===== src/rtl/cvid_pkg.sv =====
// Purpose: Constants for the core voltage identification block.
// Assumes: 40 MHz clock, 5-bit voltage codes.
// Notes:   Voltages are held in millivolts.
package cvid_pkg;
  // ===========================================================================
  // Code layout
  localparam int          CVID_CODE_W        = 5;
  localparam int          CVID_MV_W          = 12;
  localparam int          CVID_TOP_BIT       = 4;
  localparam logic [4:0]  CVID_SHUT_LO       = 5'h0F;
  localparam logic [4:0]  CVID_SHUT_HI       = 5'h1F;
  // ===========================================================================
  // Voltage map
  localparam logic [11:0] CVID_LO_BASE_MV    = 12'h7D0;
  localparam logic [11:0] CVID_LO_STEP_MV    = 12'h032;
  localparam logic [11:0] CVID_HI_BASE_MV    = 12'h4FB;
  localparam logic [11:0] CVID_HI_STEP_MV    = 12'h019;
  // ===========================================================================
  // Status field reset value (maximum-voltage code); plain default.
  localparam logic [4:0]  CVID_MAX_CODE_RST  = 5'h00;
  // ===========================================================================
  // Timing
  localparam int          CVID_CLK_PERIOD_PS = 25000;
  localparam int          CVID_DRIVE_MAX_PS  = 20000;
  localparam int          CVID_DRIVE_CYC_RAW = CVID_DRIVE_MAX_PS / CVID_CLK_PERIOD_PS;
  localparam int          CVID_DRIVE_CYC     = (CVID_DRIVE_CYC_RAW < 1) ? 1 : CVID_DRIVE_CYC_RAW;
endpackage


===== src/rtl/cvid_select.sv =====
// Purpose: Processor-side voltage identification logic for the core supply.
// Assumes: power_good and reset come from outside the clock domain.
// Notes:   The driven code is only meaningful once power_good is high.
`timescale 1ns/1ps
// What this block does
// - Drive maximum-voltage code on the third clock edge after power-good rises.
// - Reset forces maximum-voltage code.
// - Top-bit-clear codes: 2.000 V down 50 mV.
// - Top-bit-set codes: 1.275 V down 25 mV.
// - Codes 01111 and 11111 mean shutdown.
// - Start-up and maximum fields report same code.
// - Code may change later through transition protocol.
module cvid_select
  import cvid_pkg::*;
(
  input  wire logic                   clk_in,
  input  wire logic                   reset_n_in,
  input  wire logic                   power_good_in,
  input  wire logic                   cpu_reset_n_in,
  input  wire logic [CVID_CODE_W-1:0] max_code_in,
  input  wire logic                   perf_req_in,
  input  wire logic [CVID_CODE_W-1:0] perf_code_in,
  output logic      [CVID_CODE_W-1:0] driven_voltage_code_out,
  output logic                        driven_valid_out,
  output logic      [CVID_CODE_W-1:0] startup_code_out,
  output logic      [CVID_CODE_W-1:0] max_field_out,
  output logic      [CVID_MV_W-1:0]   voltage_mv_out,
  output logic                        shutdown_out
);

  // ===========================================================================
  // Input synchronisers
  // Power-good, processor reset and the transition request come from pins that
  // bear no relation to clk_in, so each passes two flip-flops before logic reads it.
  // Processor reset is inverted first, so every flop resets to the idle level of its pin.
  localparam int SYNC_N    = 3;
  localparam int SYNC_PG   = 0;
  localparam int SYNC_RST  = 1;
  localparam int SYNC_PERF = 2;

  logic [SYNC_N-1:0] sync_raw;
  logic [SYNC_N-1:0] sync_out;
  logic              pg_sync;
  logic              rst_sync;
  logic              perf_sync;

  assign sync_raw[SYNC_PG]   = power_good_in;
  assign sync_raw[SYNC_RST]  = ~cpu_reset_n_in;
  assign sync_raw[SYNC_PERF] = perf_req_in;

  for (genvar g = 0; g < SYNC_N; g++) begin : g_sync
    logic meta;
    logic held;

    // The first flop may go metastable; only the second flop reads it.
    always_ff @(posedge clk_in or negedge reset_n_in) begin
      if (!reset_n_in) begin
        meta <= 1'b0;
      end else begin
        meta <= sync_raw[g];
      end
    end

    always_ff @(posedge clk_in or negedge reset_n_in) begin
      if (!reset_n_in) begin
        held <= 1'b0;
      end else begin
        held <= meta;
      end
    end

    assign sync_out[g] = held;
  end

  assign pg_sync   = sync_out[SYNC_PG];
  assign rst_sync  = sync_out[SYNC_RST];
  assign perf_sync = sync_out[SYNC_PERF];

  // ===========================================================================
  // Status field
  // The maximum code is captured once power is good and held; both fields read it.
  logic [CVID_CODE_W-1:0] max_field;
  logic                   max_taken;

  always_ff @(posedge clk_in or negedge reset_n_in) begin
    if (!reset_n_in) begin
      max_field <= CVID_MAX_CODE_RST;
      max_taken <= 1'b0;
    end else if (pg_sync && !max_taken) begin
      max_field <= max_code_in;
      max_taken <= 1'b1;
    end
  end

  // Both fields are loaded from the one captured value, so they can never differ.
  always_ff @(posedge clk_in or negedge reset_n_in) begin
    if (!reset_n_in) begin
      startup_code_out <= CVID_MAX_CODE_RST;
    end else begin
      startup_code_out <= max_field;
    end
  end

  always_ff @(posedge clk_in or negedge reset_n_in) begin
    if (!reset_n_in) begin
      max_field_out <= CVID_MAX_CODE_RST;
    end else begin
      max_field_out <= max_field;
    end
  end

  // ===========================================================================
  // Driven code
  logic                   pg_prev;
  logic [CVID_CODE_W-1:0] next_code;
  logic                   pg_rise;

  always_ff @(posedge clk_in or negedge reset_n_in) begin
    if (!reset_n_in) begin
      pg_prev <= 1'b0;
    end else begin
      pg_prev <= pg_sync;
    end
  end

  assign pg_rise = pg_sync && !pg_prev;

  // Reset wins over a power-good rise, and both win over a transition request.
  // Before the first capture the maximum code is taken straight from its source.
  logic                   max_load;
  logic                   perf_take;
  logic [CVID_CODE_W-1:0] max_source;

  assign max_load   = rst_sync || pg_rise;
  assign perf_take  = perf_sync && pg_sync && !rst_sync;
  assign max_source = max_taken ? max_field : max_code_in;

  always_comb begin
    next_code = driven_voltage_code_out;
    if (max_load) begin
      next_code = max_source;
    end else if (perf_take) begin
      next_code = perf_code_in;
    end
  end

  // The code is registered at the output; the synchronisers add two cycles on power_good.
  always_ff @(posedge clk_in or negedge reset_n_in) begin
    if (!reset_n_in) begin
      driven_voltage_code_out <= CVID_MAX_CODE_RST;
    end else begin
      driven_voltage_code_out <= next_code;
    end
  end

  // Valid follows the synchronised power-good, so it drops again when power goes away.
  always_ff @(posedge clk_in or negedge reset_n_in) begin
    if (!reset_n_in) begin
      driven_valid_out <= 1'b0;
    end else begin
      driven_valid_out <= pg_sync;
    end
  end

  // ===========================================================================
  // Code to voltage map
  logic [CVID_MV_W-1:0] next_mv;
  logic [CVID_MV_W-1:0] steps;
  logic                 next_shut;

  always_comb begin
    steps     = {8'h00, 4'(next_code[3:0])};
    next_shut = (next_code == CVID_SHUT_LO) || (next_code == CVID_SHUT_HI);
    if (next_shut) begin
      next_mv = 12'h000;
    end else if (!next_code[CVID_TOP_BIT]) begin
      next_mv = CVID_LO_BASE_MV - 12'(steps * CVID_LO_STEP_MV);
    end else begin
      next_mv = CVID_HI_BASE_MV - 12'(steps * CVID_HI_STEP_MV);
    end
  end

  // The map is fed from the next code, so voltage and code change on the same edge.
  always_ff @(posedge clk_in or negedge reset_n_in) begin
    if (!reset_n_in) begin
      voltage_mv_out <= CVID_LO_BASE_MV;
    end else begin
      voltage_mv_out <= next_mv;
    end
  end

  always_ff @(posedge clk_in or negedge reset_n_in) begin
    if (!reset_n_in) begin
      shutdown_out <= 1'b0;
    end else begin
      shutdown_out <= next_shut;
    end
  end

endmodule


===== config.mk =====
export PLATFORM = sky130hd
export DESIGN_NAME = cvid_select
export DESIGN_NICKNAME = d
export VERILOG_FILES = /design/src/rtl/cvid_pkg.sv /design/src/rtl/cvid_select.sv
export SDC_FILE = /design/constraint.sdc
export NUM_CORES = 1
export LEC_CHECK = 0
export BUFFER_PORTS_ARGS = -buffer_cell sky130_fd_sc_hd__buf_4
export CAP_MARGIN = 20
export CORE_AREA = 2 2 65 67
export CTS_BUF_LIST = sky130_fd_sc_hd__clkbuf_8 sky130_fd_sc_hd__clkbuf_16
export DETAILED_ROUTE_END_ITERATION = 8
export DIE_AREA = 0 0 67 69
export GPL_TIMING_DRIVEN = 1
export PLACE_DENSITY = 0.77
export SYNTH_ARGS = -nofsm -noshare
export SYNTH_HDL_FRONTEND = slang
export SYNTH_SLANG_ARGS = --single-unit

===== constraint.sdc =====
create_clock -name clk_in -period 3.8 [get_ports clk_in]
set_input_delay 0.76 -clock clk_in [delete_from_list [all_inputs] [get_ports clk_in]]
set_output_delay 0.76 -clock clk_in [all_outputs]
set_load 0.05 [all_outputs]

==> results of run 1 <==
-- worst max-delay path, stage by stage (launching register included) --
cell	delay (ns)
dfrtp_1	0.46
nand3b_1	0.30
a2111oi_1	0.53
nor2_1	0.12
ha_1	0.35
ha_1	0.26
fa_1	0.58
nand2_1	0.10
nor4_1	0.24
a211oi_1	0.11
xnor2_1	0.14
a211oi_1	0.24
-- cells in the final DEF, fill, tap and decap left out, types with 5 or more instances in the layout --
master    synthesis  routed
xnor2_1           8       8
a21oi_1           6       6
clkbuf_8          0       5
mux2_2            6       6
buf_4             6      45
dfstp_2           6       6
nor2_1           11      11
dfrtp_1          29      29
inv_1            11      13
nand2_1          11      11
a211oi_1          7       7
ha_1             18      18
nand3_1           7       7
mux2i_1           7       7
-- stage by stage --
step | power (mW) | area [um^2]
after CTS | 1.69 | 2460
after global routing | 1.79 | 2460
final | 1.69 | 2460
after global placement | 1.43 | 2380
after floorplan | 1.22 | 2050
after detailed placement | 1.44 | 2380
-- final cells by class --
type | count | area [um^2] | area share
flip-flops and latches | 35 | 883 | 0.359
repair buffers | 45 | 338 | 0.137
multi-input cells | 132 | 1050 | 0.425
inverters | 13 | 48.8 | 0.0198
clock inverters | 3 | 12.5 | 0.00509
clock buffers | 5 | 68.8 | 0.0280
well taps | 50 | 62.6 | 0.0254
-- routing by layer --
layer  vias to the layer above  global-route usage  wire length (um)
met4                         0              0.0658                76
li1                        752                   -                 -
met1                       720               0.260              1860
met5                         -                   0                 0
met3                         7              0.0457               210
met2                        55               0.299              1970
-- worst min-delay path by stage --
stage | startpoint | endpoint | slack, ns | depth (start not counted)
floorplan | g_sync[0].meta | g_sync[0].held | 0.33 | 0
global route | g_sync[2].meta | g_sync[2].held | 0.35 | 0
global placement | g_sync[2].meta | g_sync[2].held | 0.33 | 0
finish | g_sync[1].meta | g_sync[1].held | 0.35 | 0
detailed placement | g_sync[1].meta | g_sync[1].held | 0.33 | 0
CTS | g_sync[2].meta | g_sync[2].held | 0.35 | 0
-- flip-flops by register name (all words and copies together), names as in the netlist --
signal                   count
g_sync.meta                  3
max_field_out                5
g_sync.held                  3
shutdown_out                 1
max_field                    5
max_taken                    1
voltage_mv_out              11
driven_voltage_code_out      5
pg_prev                      1
-- power by group --
group	switching [mW]	internal (mW)	leakage, nW	total (mW)
logic	0.600	0.334	0.742	0.935
registers	0.0314	0.471	0.401	0.503
clock network	0.125	0.123	0.0505	0.248
-- synth_stat cells (all sizes together), types with 3 or more instances --
cell / instances
dfrtp: 29
ha: 18
inv: 13
nand2: 11
nor2: 11
buf: 9
xnor2: 8
a211oi: 7
a21oi: 7
mux2: 7
mux2i: 7
nand3: 7
dfstp: 6
clkbuf: 3
nand2b: 3
nor2b: 3
o21a: 3
o21ai: 3
or2: 3
or3: 3
xor2: 3
-- cell families after synthesis --
group | after synthesis
AND/OR/NAND/NOR | 55
flip-flops | 35
AO/OA/AOI/OAI | 32
buffers and inverters | 25
adder cells (fa/ha/maj) | 19
multiplexers | 14
XOR/XNOR | 11
other | 1
==> results_dict.tcl, run 1 <==
set metrics [dict create \
    period_needed_ns 3.51 \
    max_cap_violations 0 \
    setup_viol 0 \
    fin_crit_sh 0.924 \
    synth_ff_type "dfrtp_1" \
    synth_cells 192 \
    cts_sinks 35 \
    dr.pass1.iters 4 \
    p_leak_nw 1.19 \
    slew_violations 0 \
    async_reset_ff_frac 1.00 \
    io_pins 44 \
    crit_arrival_ns 3.71 \
    dieArea_mm2 0.00462 \
    dp_cells 275 \
    slew-limit-headroom 0.649 \
    grt_pass1_vias 1426 \
    critPathCapture "voltage_mv_out[7]" \
    synth.avg_cell_area_um2 10.7 \
    synth_compound_area_frac 0.121 \
    fin_ws_ns 0.289 \
    ys_seq_area_frac 0.431 \
    grt-ovfl-total 0 \
    synth_edf_count 0 \
    place_hpwl_mm 3.10 \
    clk_pin_slew_ns 0.07 \
    reg2reg_from "g_sync[1].held" \
    ys_ff_latch 35 \
    cts_resized 0 \
    power.density_mw_per_mm2 685 \
    synthAdderAreaFrac 0.120 \
    wl_per_cell_um 14.5 \
    grt_max_degree 36 \
    endpoint_kind "flop" \
    die_w_um 67 \
    syn-num-nets 226 \
    areaGrowthSynthToFinish_pct 20.0 \
    grt.total_usage 0.192 \
    fin_worst_skew_ns 0.00428 \
    synth_top_cell_area_share 0.354 \
    num_vias 1534 \
    clk_latency_ns 0.29 \
    ys_top_cells_by_area "dfrtp_1, ha_1, dfstp_2, mux2i_1, xnor2_1" \
    synth_xor_area_frac 0.0470 \
    critPathKind "reg -> reg" \
    cts_tree "done" \
    final_nets 266 \
    layout-drive-gt1-share 0.309 \
    synth_top_area_cell "dfrtp_1" \
    cts_setup_buffers 0 \
    n_antenna_cell 0 \
    place_congestion 0.865 \
    cts_buffer_depth 2 \
    outcome "finished clean" \
    reg2reg_slack_ns 0.29 \
    initial_core_util 0.524 \
    cts_root_buffer "clkbuf_8" \
    rsz0062_at_grt "no" \
    synth-simple-area-share 0.146 \
    r2r_cells 11 \
    ir_drop_v 0.000263 \
    fin_tns_setup_ns 0 \
    synth_cell_types 50 \
    antenna_found_initial 0 \
    muxShareOfSynthArea 0.0745 \
    hold_buffers 0 \
    via_per_inst 5.42 \
    critPathRequiredTime_ns 4.00 \
    cts-htree-levels 2 \
    startpoint "g_sync[1].held" \
    nFillCells 347 \
    tightest_slew_ns 0.520 \
    max_freq_ghz 0.285 \
    path_max_fanout 9 \
    synth_top_family_by_area "simple AND/OR/NAND/NOR gates" \
    drc 0 \
    yosysWarnings 0 \
    port_buffers 42 \
    final_util 0.629 \
    pre_cts_ws_ns 0.125 \
    syn_area_mm2 0.00205 \
    ant_nets 0 \
    cts_buffers 5 \
    drt_iter0_markers 92 \
    core_mm2 0.00391 \
    hold_viol_final 0 \
    r2r_end "voltage_mv_out[7]" \
    drt_wl_total_mm 4.12 \
    grt_pass1_wl_mm 6.75 \
    die_y_um 69 \
    hold_path_class "reg -> reg" \
    fin_cells 283 \
    startpoint_type "flop" \
    whs_ns 0.348 \
    fp-row-count 23 \
]
Power figures use the tool's default switching activity.
==> run 2: changes to the inputs <==
Settings changed: MAX_ROUTING_LAYER set to met4.
==> run 2 against run 1 <==
Net effect: clock skew about the same; via count rose by 1.4%; clock-buffer cell count is the same; utilization unchanged; highest routed layer unchanged; combinational power up 0.5%; total power is 0.31% higher; critical path type unchanged; non-clock buffer count did not move; routed wire length is 3.1% higher; die area did not move.
==> results_dict.tcl, run 2 (synthesis results as in run 1) <==
set metrics [dict create \
    outcome "finished clean" \
    ir_drop_v 0.000230 \
    clk_pin_slew_ns 0.07 \
    port_buffers 42 \
    startpoint_type "flop" \
    dieArea_mm2 0.00462 \
    layout-drive-gt1-share 0.309 \
    crit_slowest_cell "a2111oi_1" \
    io_pins 44 \
    pre_cts_ws_ns 0.0900 \
    cts-htree-levels 2 \
    fp-row-count 23 \
    layout_commonest_cell "buf_4" \
    critPathKind "reg -> reg" \
    p_leak_nw 1.19 \
    final_area_mm2 0.00246 \
    crit_arrival_ns 3.79 \
    layout_common_cells "buf_4, dfrtp_1, ha_1" \
    crit_chain "nand3b_1, a2111oi_1, nor2_1, ha_1, ha_1, fa_1, xor2_1, nand2_1, nor2_1, o311a_1, xnor2_1, a211o_1" \
    core_mm2 0.00391 \
    via_per_inst 5.49 \
    areaGrowthSynthToFinish_pct 20.0 \
    period_needed_ns 3.57 \
    initial_core_util 0.524 \
    cts_setup_buffers 0 \
    hold_path_class "reg -> reg" \
    power.density_mw_per_mm2 687 \
    fin_crit_sh 0.940 \
    grt.total_usage 0.205 \
    fin_ws_ns 0.227 \
    cts_resized 0 \
    die_y_um 69 \
    slew-limit-headroom 0.645 \
    dpl_cell_area_mm2 0.00238 \
    critPathRequiredTime_ns 4.02 \
    endpoint_kind "flop" \
    dr.pass1.iters 4 \
    grt_pass1_wl_mm 6.96 \
    num_vias 1555 \
    final_nets 266 \
    cts_buffers 5 \
    antenna_found_initial 0 \
    die_w_um 67 \
    wl_per_cell_um 15.0 \
    setup_viol 0 \
    grt_pass1_vias 1521 \
    grt-ovfl-total 0 \
    max_cap_violations 0 \
    max_freq_ghz 0.280 \
    cts_tree "done" \
    rsz0062_at_grt "no" \
    cts_sinks 35 \
    largest_reg_flops 11 \
    power.total_mw 1.69 \
    cts_buffer_depth 2 \
    place_congestion 0.898 \
    hold_buffers 0 \
    fin_worst_skew_ns 0.00409 \
    grt_max_degree 36 \
    n_antenna_cell 0 \
    cts_root_buffer "clkbuf_8" \
    hold_viol_final 0 \
    drc 0 \
    slowest_delay_ns 0.54 \
    drt_wl_total_mm 4.25 \
    fin_tns_setup_ns 0 \
    slew_violations 0 \
    regMostFlops "voltage_mv_out" \
    path_max_fanout 9 \
    ant_nets 0 \
    place_hpwl_mm 3.19 \
    drt_iter0_markers 68 \
    tightest_slew_ns 0.527 \
    clk_latency_ns 0.28 \
]
[run 2: cell type report]
class | count | area, um^2
fill | 354 | 1450
tap | 50 | 62.6
inverter | 13 | 48.8
clock buffer | 5 | 68.8
sequential | 35 | 883
multi-input combinational | 132 | 1050
clock inverter | 3 | 12.5
timing repair buffer | 45 | 338
[run 2: metrics by stage]
step / hold WS [ns] / util / std cells
final: 0.347 / 0.629 / 283
after global routing: 0.363 / 0.629 / 283
after CTS: 0.349 / 0.629 / 283
after detailed placement: 0.335 / 0.608 / 275
after global placement: 0.331 / 0.608 / 275
after floorplan: 0.331 / - / 192
[run 2: worst paths after layout]
kind / cells after the start / end / start / slack, ns
max: 12 / voltage_mv_out[9] / g_sync[1].held / 0.23
min: 0 / g_sync[1].held / g_sync[1].meta / 0.35
max reg2reg: 12 / voltage_mv_out[9] / g_sync[1].held / 0.23
min reg2reg: 0 / g_sync[1].held / g_sync[1].meta / 0.35
max in group asynchronous: 1 / voltage_mv_out[4] / reset_n_in / 3.06
min in group asynchronous: 1 / max_field[3] / reset_n_in / 0.41
[run 2: worst max-delay path, delay by kind of cell (launching register included)]
| kind | cells | cell delay (ns) |
|---|---|---|
| adders and majority gates | 3 | 1.02 |
| AOI/OAI and AO/OA | 3 | 1.01 |
| and+or+nand+nor | 4 | 0.72 |
| DFF | 1 | 0.46 |
| xor gates and xnor gates | 2 | 0.30 |
[run 2: report_power, final]
group          total [mW]  switching, mW  leakage (nW)  internal, mW
Combinational       0.940          0.605         0.742         0.335
Clock               0.247          0.124        0.0505         0.123
Sequential          0.503         0.0321         0.401         0.471
Total                1.69          0.762          1.19         0.929
[run 2: routing by layer]
metal | routed length (um) | vias up | global-route usage
li1 | - | 751 | -
met1 | 1850 | 743 | 0.248
met2 | 2040 | 49 | 0.322
met3 | 225 | 12 | 0.0489
met4 | 122 | 0 | 0.0884
met5 | 0 | - | -
==> run 3: changes to the inputs <==
--- a/config.mk
+++ b/config.mk
@@ -6,10 +6,11 @@
 export NUM_CORES = 1
 export LEC_CHECK = 0
+export ABC_AREA = 1
 export BUFFER_PORTS_ARGS = -buffer_cell sky130_fd_sc_hd__buf_4
 export CAP_MARGIN = 20
-export CORE_AREA = 2 2 65 67
+export CORE_AREA = 2 2 66 68
 export CTS_BUF_LIST = sky130_fd_sc_hd__clkbuf_8 sky130_fd_sc_hd__clkbuf_16
 export DETAILED_ROUTE_END_ITERATION = 8
-export DIE_AREA = 0 0 67 69
+export DIE_AREA = 0 0 68 70
 export GPL_TIMING_DRIVEN = 1
 export MAX_ROUTING_LAYER = met4
==> constraint.sdc (replaced) <==
create_clock -name clk_in -period 3.8 [get_ports clk_in]
set_input_delay 0.19 -clock clk_in [delete_from_list [all_inputs] [get_ports clk_in]]
set_output_delay 0.19 -clock clk_in [all_outputs]
set_load 0.05 [all_outputs]
==> run 3 against run 2 <==
Net effect: clock skew grew 0.0051 ns; clock power increased by 3%; global-route usage increased by 2.9 points; setup slack gained 0.37 ns; design area up 3.9%; maximum frequency is 12% higher; via count grew 17%; worst hold slack got worse by 0.31 ns; total power is 1.0% lower; non-clock buffer count unchanged; sequential power is essentially flat; register-to-register slack improved by 0.37 ns; highest routed layer unchanged.
==> results_dict.tcl, run 3 <==
set metrics [dict create \
    outcome "finished clean" \
    final_nets 333 \
    p_leak_nw 1.38 \
    yosysWarnings 0 \
    max_freq_ghz 0.313 \
    synth_cells 255 \
    power.density_mw_per_mm2 655 \
    initial_core_util 0.512 \
    fin_crit_sh 0.842 \
    grt-ovfl-total 0 \
    n_antenna_cell 0 \
    setup_viol 0 \
    drt_iter0_markers 148 \
    via_per_inst 5.18 \
    io_pins 44 \
    max_cap_violations 0 \
    final_util 0.617 \
    synthTopCellsByCount "nand2_1, inv_1, dfrtp_1" \
    rsz0062_at_grt "no" \
    cts_sinks 35 \
    ir_drop_v 0.000236 \
    synth.avg_cell_area_um2 8.32 \
    hold_path_class "in -> reg" \
    regMostFlops "voltage_mv_out" \
    grt_pass1_vias 1794 \
    dp_cells 341 \
    die_w_um 68 \
    hold_viol_final 0 \
    crit_arrival_ns 3.42 \
    async_reset_ff_frac 1.00 \
    fp-row-count 24 \
    endpoint_kind "flop" \
    dr.pass1.iters 4 \
    place_congestion 1.00 \
    crit_slowest_cell "fa_1" \
    port_buffers 42 \
    areaGrowthSynthToFinish_pct 20.5 \
    cts_setup_buffers 0 \
    syn_area_mm2 0.00212 \
    whs_ns 0.0367 \
    syn-num-nets 289 \
    slew_violations 0 \
    cts_tree "done" \
    layout_common_cells "nand2_1, inv_1, buf_4" \
    die_y_um 70 \
    cts_buffers 5 \
    drc 0 \
    period_needed_ns 3.20 \
    crit_chain "a21oi_2, nand3_1, o21ai_0, inv_1, ha_1, ha_1, fa_1, inv_1, nor2_1, inv_1, nor2_1, nand2_1, nand2_1, nand3_1, nor2_1" \
    wl_per_cell_um 13.7 \
    fin_cells 352 \
    core_mm2 0.00414 \
    synth_edf_count 0 \
    layout_commonest_cell "nand2_1" \
    ys_ff_latch 35 \
    cts_root_buffer "clkbuf_8" \
    cts-htree-levels 2 \
    synth_top_cell_area_share 0.342 \
    dieArea_mm2 0.00476 \
    ys_seq_area_frac 0.417 \
    place_hpwl_mm 3.63 \
    ant_nets 0 \
    antenna_found_initial 0 \
    layout-drive-gt1-share 0.243 \
    dpl_cell_area_mm2 0.00244 \
    nFillCells 372 \
    slowest_delay_ns 0.50 \
    reg2reg_slack_ns 0.60 \
    synth.most_common_cell "nand2_1" \
    critPathRequiredTime_ns 4.02 \
    final_area_mm2 0.00255 \
    clk_pin_slew_ns 0.07 \
    largest_reg_flops 11 \
    fin_tns_setup_ns 0 \
    cts_buffer_depth 2 \
    path_max_fanout 8 \
    synth_top_area_cell "dfrtp_1" \
    num_vias 1825 \
    grt_max_degree 36 \
    fin_worst_skew_ns 0.00914 \
    ys_top_cells_by_area "dfrtp_1, ha_1, nand2_1, dfstp_2, inv_1" \
    synth_ff_type "dfrtp_1" \
    critPathKind "reg -> reg" \
    grt.total_usage 0.234 \
    startpoint_type "flop" \
    synth_cell_types 32 \
    clk_latency_ns 0.29 \
    drt_wl_total_mm 4.81 \
    grt_pass1_wl_mm 8.09 \
]
## run 3: cell count changes after synthesis, sizes merged, moves of 5 or more
| cell | before | now |
|---|---|---|
| xnor2 | 8 | 1 |
| a211oi | 7 | 2 |
| o21ai | 3 | 16 |
| nand2 | 11 | 58 |
| nand3 | 7 | 27 |
| mux2i | 7 | 1 |
| inv | 13 | 44 |
## run 3: metrics by stage
step           setup slack, ns  total power [mW]
3_3_place_gp             0.769              1.40
5_1_grt                  0.290              1.79
2_1_floorplan            0.609              1.18
4_1_cts                  0.620              1.67
3_5_place_dp             0.641              1.41
6_report                 0.601              1.67
## run 3: cell type report
type / instances / area [um^2] / area share
clock buffers: 5 / 68.8 / 0.0269
clock inverters: 3 / 12.5 / 0.00490
inverters: 44 / 165 / 0.0646
multi-input cells: 168 / 1010 / 0.397
flip-flops and latches: 35 / 883 / 0.346
well taps: 52 / 65.1 / 0.0255
repair buffers: 45 / 345 / 0.135
## run 3: logic make-up after synthesis
| logic type | after synthesis | synth area share |
|---|---|---|
| other | 1 | 0.00177 |
| muxes | 4 | 0.0206 |
| DFF | 35 | 0.417 |
| adders and majority gates | 19 | 0.116 |
| and+or+nand+nor | 106 | 0.228 |
| buffers and inverters | 52 | 0.105 |
| AOI/OAI and AO/OA | 33 | 0.0920 |
| xor gates and xnor gates | 5 | 0.0206 |
## run 3: final timing paths
path,cells past startpoint,end,startpoint
max reg2reg,15,voltage_mv_out[9],g_sync[0].held
min,2,g_sync[1].meta,cpu_reset_n_in
max in group asynchronous,2,voltage_mv_out[10],reset_n_in
max,15,voltage_mv_out[9],g_sync[0].held
min in group asynchronous,2,g_sync[2].meta,reset_n_in
min reg2reg,0,g_sync[1].held,g_sync[1].meta
## run 3: power by group
part / total, mW / internal [mW] / switching [mW]
combinational: 0.917 / 0.284 / 0.634
clock: 0.254 / 0.123 / 0.131
sequential: 0.502 / 0.469 / 0.0327
## run 3: routing by layer
layer / part of all wire / track usage / vias to the layer above
li1: - / - / 896
met1: 0.45 / 0.304 / 859
met2: 0.47 / 0.357 / 62
met3: 0.060 / 0.0467 / 8
met4: 0.019 / 0.0933 / 0
met5: 0 / - / -
## run 3: worst max-delay path: cells and delay by family, from the launching register on
kind	cells	cell delay, ns
DFF	1	0.47
and+or+nand+nor	7	0.79
adders and majority gates	3	1.05
AOI/OAI and AO/OA	2	0.50
buffers and inverters	3	0.32
## run 3: what timing repair did
action                    CTS  global route
gates resized for setup     0             0
hold buffers                2             1
hold endpoints to repair   30             1
